--- config.mk ---
export PLATFORM = sky130hd
export DESIGN_NAME = aebc_bus_ctrl
export DESIGN_NICKNAME = d
export VERILOG_FILES = /design/src/hdl/aebc_pkg.sv /design/src/hdl/aebc_bus_ctrl.sv /design/src/hdl/aebc_sizer.sv
export SDC_FILE = /design/constraint.sdc
export NUM_CORES = 1
export LEC_CHECK = 0
export ABC_CLOCK_PERIOD_IN_PS = 2600
export BUFFER_PORTS_ARGS = -buffer_cell sky130_fd_sc_hd__buf_2
export CAP_MARGIN = 20
export CORE_MARGIN = 5
export CORE_UTILIZATION = 53
export CTS_CLUSTER_SIZE = 40
export DETAILED_ROUTE_END_ITERATION = 12
export PLACE_DENSITY = 0.81
export SLEW_MARGIN = 20
export SYNTH_ARGS = -nofsm -noshare
export SYNTH_HDL_FRONTEND = slang
export SYNTH_SLANG_ARGS = --single-unit
--- constraint.sdc ---
create_clock -name i_mclk -period 2.6 [get_ports i_mclk]
set_input_delay 0.52 -clock i_mclk [delete_from_list [all_inputs] [get_ports i_mclk]]
set_output_delay 0.52 -clock i_mclk [all_outputs]
set_load 0.01 [all_outputs]
--- src/hdl/aebc_pkg.sv ---
package aebc_pkg;
	// ----------------------------------------
	// bus widths
	// ----------------------------------------
	localparam int ADDR_W = 24;
	localparam int DATA_W = 16;

	// ----------------------------------------
	// transfer-size encodings {hi,lo}
	// ----------------------------------------
	localparam logic [1:0] SIZE_BYTE  = 2'h1;
	localparam logic [1:0] SIZE_WORD  = 2'h2;
	localparam logic [1:0] SIZE_THREE = 2'h3;
	localparam logic [1:0] SIZE_LONG  = 2'h0;

	// ----------------------------------------
	// address-space codes
	// ----------------------------------------
	localparam logic [2:0] SPACE_CPU = 3'h7;

	// ----------------------------------------
	// acknowledge pair {hi,lo}, active low
	// ----------------------------------------
	localparam logic [1:0] ACK_NONE  = 2'h3;
	localparam logic [1:0] ACK_PORT8 = 2'h2;

	// ----------------------------------------
	// reset values and counts
	// ----------------------------------------
	localparam logic [2:0] RST_BYTES = 3'h0;
	localparam logic       RST_RW    = 1'b1;
	localparam logic [2:0] BYTES_LONG = 3'h4;

	typedef struct packed {
		logic [ADDR_W-1:0] addr;
		logic [31:0]       wdata;
		logic [1:0]        size;
		logic              read;
		logic [2:0]        space;
		logic              iack;
	} aebc_req_s;

	typedef struct packed {
		logic [1:0] size;
		logic [2:0] space;
		logic       rw;
		logic       addr_valid_strobe_n;
		logic       data_strobe_n;
	} aebc_ctl_s;

	typedef enum logic [3:0] {
		ST_IDLE   = 4'h1,
		ST_ADDR   = 4'h2,
		ST_DATA   = 4'h4,
		ST_RECOV  = 4'h8
	} aebc_state_e;
endpackage

--- src/hdl/aebc_bus_ctrl.sv ---
`timescale 1ns/10ps
// Operation
// - bus has 24-bit address and 16-bit data path
// - each access sized dynamically for 8-bit or 16-bit ports
// - byte, word and long-word operands supported
// - 8-bit port splits operand into successive cycles
// - device acknowledge sets cycle length; cycle open until acknowledge
// - every cycle uses asynchronous handshake
// - address strobe marks address; data strobe times data
// - address, size, space and direction driven together at start
// - size shows bytes remaining, valid while address strobe asserted
// - size code: 01 byte, 10 word, 11 three, 00 long
// - direction changes only at cycle start on read/write change
// - three-bit space code selects one of eight spaces
// - space code 7 is cpu space for control cycles
// - space code held valid while address strobe asserted
// - chip-select logic synchronised with transfers, may make controls
// - interrupt acknowledge cycle drives space code all ones
module aebc_bus_ctrl (
	input  wire logic                      i_mclk,
	input  wire logic                      i_resetn,
	input  wire logic                      i_req_valid,
	output logic                           o_req_ready,
	input  wire aebc_pkg::aebc_req_s       i_req,
	output logic                           o_done,
	output logic [31:0]                    o_rdata,
	output logic [aebc_pkg::ADDR_W-1:0]    o_addr,
	output logic [aebc_pkg::DATA_W-1:0]    o_data_out,
	output logic [aebc_pkg::DATA_W-1:0]    o_data_oe_n,
	input  wire logic [aebc_pkg::DATA_W-1:0] i_data_in,
	output aebc_pkg::aebc_ctl_s            o_ctl,
	input  wire logic                      i_port_width_ack_hi_n,
	input  wire logic                      i_port_width_ack_lo_n,
	output logic                           o_cs_cycle
);
	import aebc_pkg::*;

	// ----------------------------------------
	// cycle state
	// ----------------------------------------
	aebc_state_e       state_ff, nxt_state;
	logic [ADDR_W-1:0] addr_ff, nxt_addr;
	logic [31:0]       buf_ff, nxt_buf;
	logic [2:0]        bytes_ff, nxt_bytes;
	logic              rw_ff, nxt_rw;
	logic [2:0]        space_ff, nxt_space;
	logic              as_n_ff, nxt_as_n;
	logic              ds_n_ff, nxt_ds_n;
	logic              done_ff, nxt_done;
	logic [31:0]       rdata_ff, nxt_rdata;
	logic [DATA_W-1:0] dout_ff, nxt_dout;
	logic              doe_n_ff, nxt_doe_n;
	logic [1:0]        size_w;
	logic [1:0]        ack;
	logic              acked;
	logic              port8;

	assign ack   = {i_port_width_ack_hi_n, i_port_width_ack_lo_n};
	assign acked = (ack != ACK_NONE);
	assign port8 = (ack == ACK_PORT8);

	aebc_sizer u_sizer (
		.i_bytes (bytes_ff),
		.o_size  (size_w)
	);

	always_comb begin
		nxt_state = state_ff;
		nxt_addr  = addr_ff;
		nxt_buf   = buf_ff;
		nxt_bytes = bytes_ff;
		nxt_rw    = rw_ff;
		nxt_space = space_ff;
		nxt_as_n  = as_n_ff;
		nxt_ds_n  = ds_n_ff;
		nxt_done  = 1'b0;
		nxt_rdata = rdata_ff;
		nxt_dout  = dout_ff;
		nxt_doe_n = doe_n_ff;
		case (state_ff)
			ST_IDLE: begin
				if (i_req_valid) begin
					nxt_addr  = i_req.addr;
					// direction follows request only at start
					nxt_rw    = i_req.read;
					// acknowledge cycles forced to cpu space
					nxt_space = i_req.iack ? SPACE_CPU : i_req.space;
					// operand byte count from requested size
					case (i_req.size)
						SIZE_BYTE: nxt_bytes = 3'h1;
						SIZE_WORD: nxt_bytes = 3'h2;
						default:   nxt_bytes = BYTES_LONG;
					endcase
					// left-justify so the next bytes sit on top
					case (i_req.size)
						SIZE_BYTE: nxt_buf = {i_req.wdata[7:0], 24'h000000};
						SIZE_WORD: nxt_buf = {i_req.wdata[15:0], 16'h0000};
						default:   nxt_buf = i_req.wdata;
					endcase
					nxt_rdata = 32'h00000000;
					nxt_state = ST_ADDR;
				end
			end
			ST_ADDR: begin
				nxt_as_n  = 1'b0;
				nxt_ds_n  = 1'b0;
				nxt_doe_n = rw_ff;
				nxt_dout  = buf_ff[31:16];
				nxt_state = ST_DATA;
			end
			ST_DATA: begin
				if (acked) begin
					nxt_as_n  = 1'b1;
					nxt_ds_n  = 1'b1;
					nxt_doe_n = 1'b1;
					// 8-bit port or last single byte: upper lane, next address
					if (port8 || bytes_ff == 3'h1) begin
						nxt_rdata = {rdata_ff[23:0], i_data_in[15:8]};
						nxt_buf   = {buf_ff[23:0], 8'h00};
						nxt_bytes = bytes_ff - 3'h1;
						nxt_addr  = addr_ff + {{(ADDR_W-1){1'b0}}, 1'b1};
					end else begin
						nxt_rdata = {rdata_ff[15:0], i_data_in};
						nxt_buf   = {buf_ff[15:0], 16'h0000};
						nxt_bytes = bytes_ff - 3'h2;
						nxt_addr  = addr_ff + {{(ADDR_W-2){1'b0}}, 2'h2};
					end
					nxt_state = ST_RECOV;
				end
			end
			ST_RECOV: begin
				if (!acked) begin
					if (bytes_ff == 3'h0) begin
						nxt_done  = 1'b1;
						nxt_state = ST_IDLE;
					end else begin
						nxt_state = ST_ADDR;
					end
				end
			end
			default: nxt_state = ST_IDLE;
		endcase
	end

	always_ff @(posedge i_mclk or negedge i_resetn) begin
		if (!i_resetn) begin
			state_ff <= ST_IDLE;
			addr_ff  <= '0;
			buf_ff   <= 32'h00000000;
			bytes_ff <= RST_BYTES;
			rw_ff    <= RST_RW;
			space_ff <= 3'h0;
			as_n_ff  <= 1'b1;
			ds_n_ff  <= 1'b1;
			done_ff  <= 1'b0;
			rdata_ff <= 32'h00000000;
			dout_ff  <= 16'h0000;
			doe_n_ff <= 1'b1;
		end else begin
			state_ff <= nxt_state;
			addr_ff  <= nxt_addr;
			buf_ff   <= nxt_buf;
			bytes_ff <= nxt_bytes;
			rw_ff    <= nxt_rw;
			space_ff <= nxt_space;
			as_n_ff  <= nxt_as_n;
			ds_n_ff  <= nxt_ds_n;
			done_ff  <= nxt_done;
			rdata_ff <= nxt_rdata;
			dout_ff  <= nxt_dout;
			doe_n_ff <= nxt_doe_n;
		end
	end

	// ----------------------------------------
	// outputs
	// ----------------------------------------
	// 24-bit address, 16-bit data
	assign o_addr      = addr_ff;
	assign o_data_out  = dout_ff;
	assign o_data_oe_n = {DATA_W{doe_n_ff}};
	assign o_req_ready = (state_ff == ST_IDLE);
	assign o_done      = done_ff;
	assign o_rdata     = rdata_ff;
	// held stable by state while strobe low
	assign o_ctl = '{
		size:                size_w,
		space:               space_ff,
		rw:                  rw_ff,
		addr_valid_strobe_n: as_n_ff,
		data_strobe_n:       ds_n_ff
	};
	assign o_cs_cycle  = !as_n_ff && (space_ff != SPACE_CPU);

	// ----------------------------------------
	// checks
	// ----------------------------------------
	a_size_stable: assert property (@(posedge i_mclk) disable iff (!i_resetn)
		!as_n_ff && !$rose(as_n_ff) && !$past(as_n_ff) |-> $stable(o_ctl.size))
		else $error("size changed under address strobe");
	a_space_stable: assert property (@(posedge i_mclk) disable iff (!i_resetn)
		!$past(as_n_ff) && !as_n_ff |-> $stable(space_ff))
		else $error("space changed under address strobe");
	a_rw_stable: assert property (@(posedge i_mclk) disable iff (!i_resetn)
		state_ff != ST_IDLE && $past(state_ff) != ST_IDLE |-> $stable(rw_ff))
		else $error("direction changed mid transfer");
	a_open_wait: assert property (@(posedge i_mclk) disable iff (!i_resetn)
		state_ff == ST_DATA && !acked |=> !as_n_ff)
		else $error("cycle closed without acknowledge");
	a_strobe_neg: assert property (@(posedge i_mclk) disable iff (!i_resetn)
		state_ff == ST_DATA && acked |=> as_n_ff && ds_n_ff)
		else $error("strobes not negated after acknowledge");
	a_iack_space: assert property (@(posedge i_mclk) disable iff (!i_resetn)
		state_ff == ST_IDLE && i_req_valid && i_req.iack |=> space_ff == SPACE_CPU)
		else $error("acknowledge cycle not cpu space");
	a_byte_step: assert property (@(posedge i_mclk) disable iff (!i_resetn)
		state_ff == ST_DATA && port8 |=> addr_ff == $past(addr_ff) + 24'h000001)
		else $error("8-bit step not plus one");
	a_strobe_pair: assert property (@(posedge i_mclk) disable iff (!i_resetn)
		$fell(as_n_ff) |-> !ds_n_ff ##1 (state_ff == ST_DATA || state_ff == ST_RECOV))
		else $error("data strobe missing");

	// ----------------------------------------
	// handshake, lane and qualifier checks
	// ----------------------------------------
	a_launch_set: assert property (@(posedge i_mclk) disable iff (!i_resetn)
		$fell(as_n_ff)
		|-> $stable(addr_ff) && $stable(space_ff) && $stable(rw_ff) && $stable(bytes_ff))
		else $error("qualifiers moved with address strobe");

	a_size_code: assert property (@(posedge i_mclk) disable iff (!i_resetn)
		!as_n_ff |-> o_ctl.size == ((bytes_ff == 3'h1) ? SIZE_BYTE :
			(bytes_ff == 3'h2) ? SIZE_WORD : (bytes_ff == 3'h3) ? SIZE_THREE : SIZE_LONG))
		else $error("size code does not match bytes left");

	a_byte_lane: assert property (@(posedge i_mclk) disable iff (!i_resetn)
		!ds_n_ff && !rw_ff && bytes_ff == 3'h1
		|-> o_data_out[7:0] == 8'h00)
		else $error("last byte not on upper lane");

	a_oe_write: assert property (@(posedge i_mclk) disable iff (!i_resetn)
		!ds_n_ff
		|-> o_data_oe_n == {DATA_W{rw_ff}})
		else $error("data drive does not follow direction");

	a_oe_release: assert property (@(posedge i_mclk) disable iff (!i_resetn)
		ds_n_ff
		|-> &o_data_oe_n)
		else $error("data driven outside data strobe");

	a_ready_strobe: assert property (@(posedge i_mclk) disable iff (!i_resetn)
		!as_n_ff
		|-> !o_req_ready)
		else $error("ready while a bus cycle is open");

	a_done_pulse: assert property (@(posedge i_mclk) disable iff (!i_resetn)
		o_done
		|=> !o_done)
		else $error("done longer than one cycle");

	a_done_quiet: assert property (@(posedge i_mclk) disable iff (!i_resetn)
		o_done
		|-> as_n_ff && ds_n_ff && o_req_ready)
		else $error("done with strobes still asserted");

	a_word_step: assert property (@(posedge i_mclk) disable iff (!i_resetn)
		state_ff == ST_DATA && acked && !port8 && bytes_ff != 3'h1
		|=> addr_ff == $past(addr_ff) + 24'h000002)
		else $error("16-bit step not plus two");

	a_byte_count: assert property (@(posedge i_mclk) disable iff (!i_resetn)
		state_ff == ST_DATA && port8
		|=> bytes_ff == $past(bytes_ff) - 3'h1)
		else $error("byte count not reduced by one");

	a_recov_hold: assert property (@(posedge i_mclk) disable iff (!i_resetn)
		state_ff == ST_RECOV && acked
		|=> state_ff == ST_RECOV && as_n_ff)
		else $error("next cycle before acknowledge release");

	a_cpu_no_cs: assert property (@(posedge i_mclk) disable iff (!i_resetn)
		space_ff == SPACE_CPU
		|-> !o_cs_cycle)
		else $error("chip-select qualifier in cpu space");

	a_cs_strobe: assert property (@(posedge i_mclk) disable iff (!i_resetn)
		!as_n_ff && space_ff != SPACE_CPU
		|-> o_cs_cycle)
		else $error("chip-select qualifier missing");

	a_state_onehot: assert property (@(posedge i_mclk) disable iff (!i_resetn)
		1'b1
		|-> $onehot(state_ff))
		else $error("cycle state not one-hot");
endmodule

--- src/hdl/aebc_sizer.sv ---
`timescale 1ns/10ps
module aebc_sizer (
	input  wire logic [2:0] i_bytes,
	output logic      [1:0] o_size
);
	import aebc_pkg::*;
	always_comb begin
		case (i_bytes)
			3'h1:    o_size = SIZE_BYTE;
			3'h2:    o_size = SIZE_WORD;
			3'h3:    o_size = SIZE_THREE;
			default: o_size = SIZE_LONG;
		endcase
	end
endmodule

==> reports/metrics.yaml <==
ant_nets: 0
finalInstanceArea_um2: 8078
min_period_ns: 2.299
endpoint_kind: "flip-flop"
swShare_pct: 38.21
syn_avg_cell_area_um2: 9.153
maxCapViolCount: 0
cts_tree: "yes"
placed_cell_area_um2: 7455
overflow: 0
drt-initial-drc-count: 622
slew_headroom_pct: 58.99
cp.arrival_ns: 2.60
die_w_um: 121.0
cts_resized: 0
cp_data_required_time_ns: 2.90
hold_class: "input port to async pin"
cts_setup_buffers: 0
firstDrtPassIters: 6
rows: 40
synthArstFlopShare_pct: 100.0
p_per_area_nw_per_um2: 1081
finClkSkew_ns: 0.007690
peakVddDrop_uv: 618.0
ys_seq_area_share_pct: 45.32
fmax_ghz: 0.4350
grt_pass1_wl_um: 29790
yosysWarnings: 0
critical_path_class: "flip-flop to flip-flop"
yosys.area.top_type: "dfrtp_1"
timing.setup.tns_ns: 0
vias: 6218
power.leakage_nw: 3.864
grt.total_usage_pct: 25.72
crit_fanout: 6
syn_inst: 713
slew_violations: 0
setup_ws_ns: 0.3010
cts_hold_buf: 0
cts_buffers: 17
dp_hpwl_um: 12830
hold_violations: 0
clock_power_share_pct: 28.3
final-setup-viol-count: 0
p_int_mw: 5.394
grt_max_degree: 95
vias_per_cell: 5.996
ios: 183
power_switching_mw: 3.336
cts_buffer_depth: 2
synth.cell_area_um2: 6526
seq_power_share_pct: 36.2
tightestPinTransition_ns: 0.6152
area_growth_pct: 23.77
clock_latency_ns: 0.42
initial_core_util_pct: 54.11
synth_ff_type: "dfrtp_1"
fillCellCount: 1012
htree_num_levels: 4
synth-edff-count: 0
synth_cell_types: 63
dp_worst_setup_slack_ns: 0.3737
remaining_drc_errors: 0
ys_ff_latch: 118
wl_um: 19170
final_nets: 951
gp_congestion: 0.9211
timing.final.crit_share_pct: 88.42
cts-root-buf: "clkbuf_16"
wl_per_cell_um: 18.49
chipHeight_um: 121.0
final_layout_size_suffix_gt1_share_pct: 30.15
synth_area_leaders: "dfrtp_1 (44%), nand2_1 (9.1%), a22o_1 (4.7%)"
coreArea_um2: 12060
first_global_vias: 5804
startpoint_type: "flip-flop"
clock-sinks: 118
dieArea_um2: 14630
rsz0062_at_grt: "false"
comb_power_share_pct: 35.5
syn-num-nets: 808
antenna_found_initial: 0
io_buffers: 182
synth.top_cell.area_share_pct: 43.71
outcome: "finished, final reports clean"
n_antenna_cell: 0
path_clk_slew_ns: 0.06
==> per-stage QoR <==
step,hold WS [ns],power (mW),cells,utilization [%]
2_1_floorplan,0.2244,5.164,713,-
3_3_place_gp,0.4498,6.166,1005,61.81
3_5_place_dp,0.4530,6.237,1005,61.81
4_1_cts,0.007187,8.758,1037,66.97
5_1_grt,0.02208,9.255,1037,66.97
6_report,0.003536,8.730,1037,66.97
==> area by class of cell <==
type	instances	area [µm²]	area share, %
repair buffers	200	1111	13.75
well taps	168	210.2	2.602
clock buffers	19	442.9	5.483
multi-input cells	514	3157	39.08
flip-flops and latches	118	2958	36.62
clock inverters	13	180.2	2.230
inverters	5	18.77	0.2323
==> cells in the mapped netlist (all sizes together) (2+ instances only) <==
library cell	n
a21oi	47
a311oi	21
and4	5
nand3	7
o2111ai	2
o21a	3
nand2	158
inv	5
a22oi	11
a221o	2
nor3	17
a2bb2oi	2
o211ai	3
clkbuf	37
a211oi	10
nand3b	2
and3	6
mux2	16
nor4b	3
ha	11
o311ai	3
nand2b	3
nor2b	5
a21o	19
a31oi	4
a221oi	7
dfstp	4
nor4	4
o22ai	8
and2	6
o22a	3
nand4	5
a22o	35
dfrtp	114
o21ai	29
a32oi	9
or3	3
nor2	33
buf	39
==> metal layers <==
| layer | GRT usage (%) | wire length (µm) | share of wire, % |
|---|---|---|---|
| met3 | 5.874 | 1669 | 8.7 |
| met4 | 10.48 | 554 | 2.9 |
| met2 | 40.71 | 9117 | 48 |
| met1 | 34.16 | 7829 | 41 |
| met5 | 0 | 0 | 0 |
==> final timing paths <==
kind / from / to / slack (ns) / cells past startpoint
worst max-delay path: bytes_ff[1]$_DFFE_PN0P_ / o_addr[16]$_DFFE_PN0P_ / 0.30 / 8
worst max register to register: bytes_ff[1]$_DFFE_PN0P_ / o_addr[16]$_DFFE_PN0P_ / 0.30 / 8
worst min register to register: buf_ff[24]$_DFFE_PN0P_ / buf_ff[24]$_DFFE_PN0P_ / 0.47 / 1
min in group i_mclk: i_req[4] / rw_ff$_DFFE_PN1P_ / 0.28 / 3
worst min-delay path: i_resetn / space_ff[2]$_DFFE_PN0P_ / 0.004 / 1
max in group asynchronous: i_resetn / o_data_out[9]$_DFFE_PN0P_ / 1.76 / 2
==> power by group through the flow <==
stage	Sequential, mW	Combinational, mW	Clock (mW)
detailed placement	3.17	3.07	0
global placement	3.15	3.02	0
global route	3.26	3.40	2.60
floorplan	3.16	2.01	0
CTS	3.15	3.10	2.50
finish	3.16	3.10	2.47
==> cells by family (layout without fill, tap and decap cells) <==
group	after synthesis	count (layout)	share of synthesized area (%)
fa+ha+maj	11	11	2.109
compound gates	226	226	24.81
flops	118	118	45.32
buf+inv	81	237	6.537
xor+xnor	1	1	0.1342
simple gates	259	259	18.18
mux	17	17	2.914
==> sequential cells by signal, indices dropped and copies added, names as in the netlist, 3 cells and up <==
register / cells
state_ff: 4
o_addr: 24
buf_ff: 32
space_ff: 3
o_data_out: 16
bytes_ff: 3
o_rdata: 32
==> cells in the final DEF (no fill, tap or decap), types with 3 or more instances in the layout <==
cell / synthesis / routed
and2_1: 6 / 6
mux2_2: 16 / 16
o211ai_1: 3 / 3
o21a_1: 3 / 3
nor4_1: 4 / 4
buf_2: 11 / 181
nand2b_1: 3 / 3
ha_1: 11 / 11
buf_4: 19 / 14
nand2_1: 158 / 157
inv_1: 5 / 5
dfstp_2: 4 / 4
o22a_1: 3 / 3
buf_12: 0 / 5
or3_1: 3 / 3
o21ai_0: 27 / 27
clkinvlp_4: 0 / 3
bufinv_16: 0 / 4
a22o_1: 35 / 35
nand3_1: 6 / 6
nor2b_1: 5 / 5
a311oi_1: 21 / 21
a211oi_1: 10 / 10
a31oi_1: 4 / 4
and3_1: 6 / 6
dfrtp_1: 114 / 114
clkbuf_16: 0 / 17
nor3_1: 16 / 15
a221oi_1: 7 / 7
a21o_1: 19 / 19
o22ai_1: 8 / 8
a22oi_1: 10 / 10
a32oi_1: 9 / 9
nor2_1: 32 / 31
and4_1: 5 / 5
clkinv_2: 0 / 4
a21oi_1: 47 / 47
nand4_1: 5 / 5
==> worst max-delay path: stages, from the launching register on <==
cell and delay (ns):
dfrtp_1 0.45, inv_1 0.15, ha_1 0.21, nand2b_1 0.13
a21oi_1 0.26, buf_4 0.18, o2111ai_2 0.21, and3_1 0.25
or3_1 0.34
No activity file was read; power rests on OpenSTA's default activity.
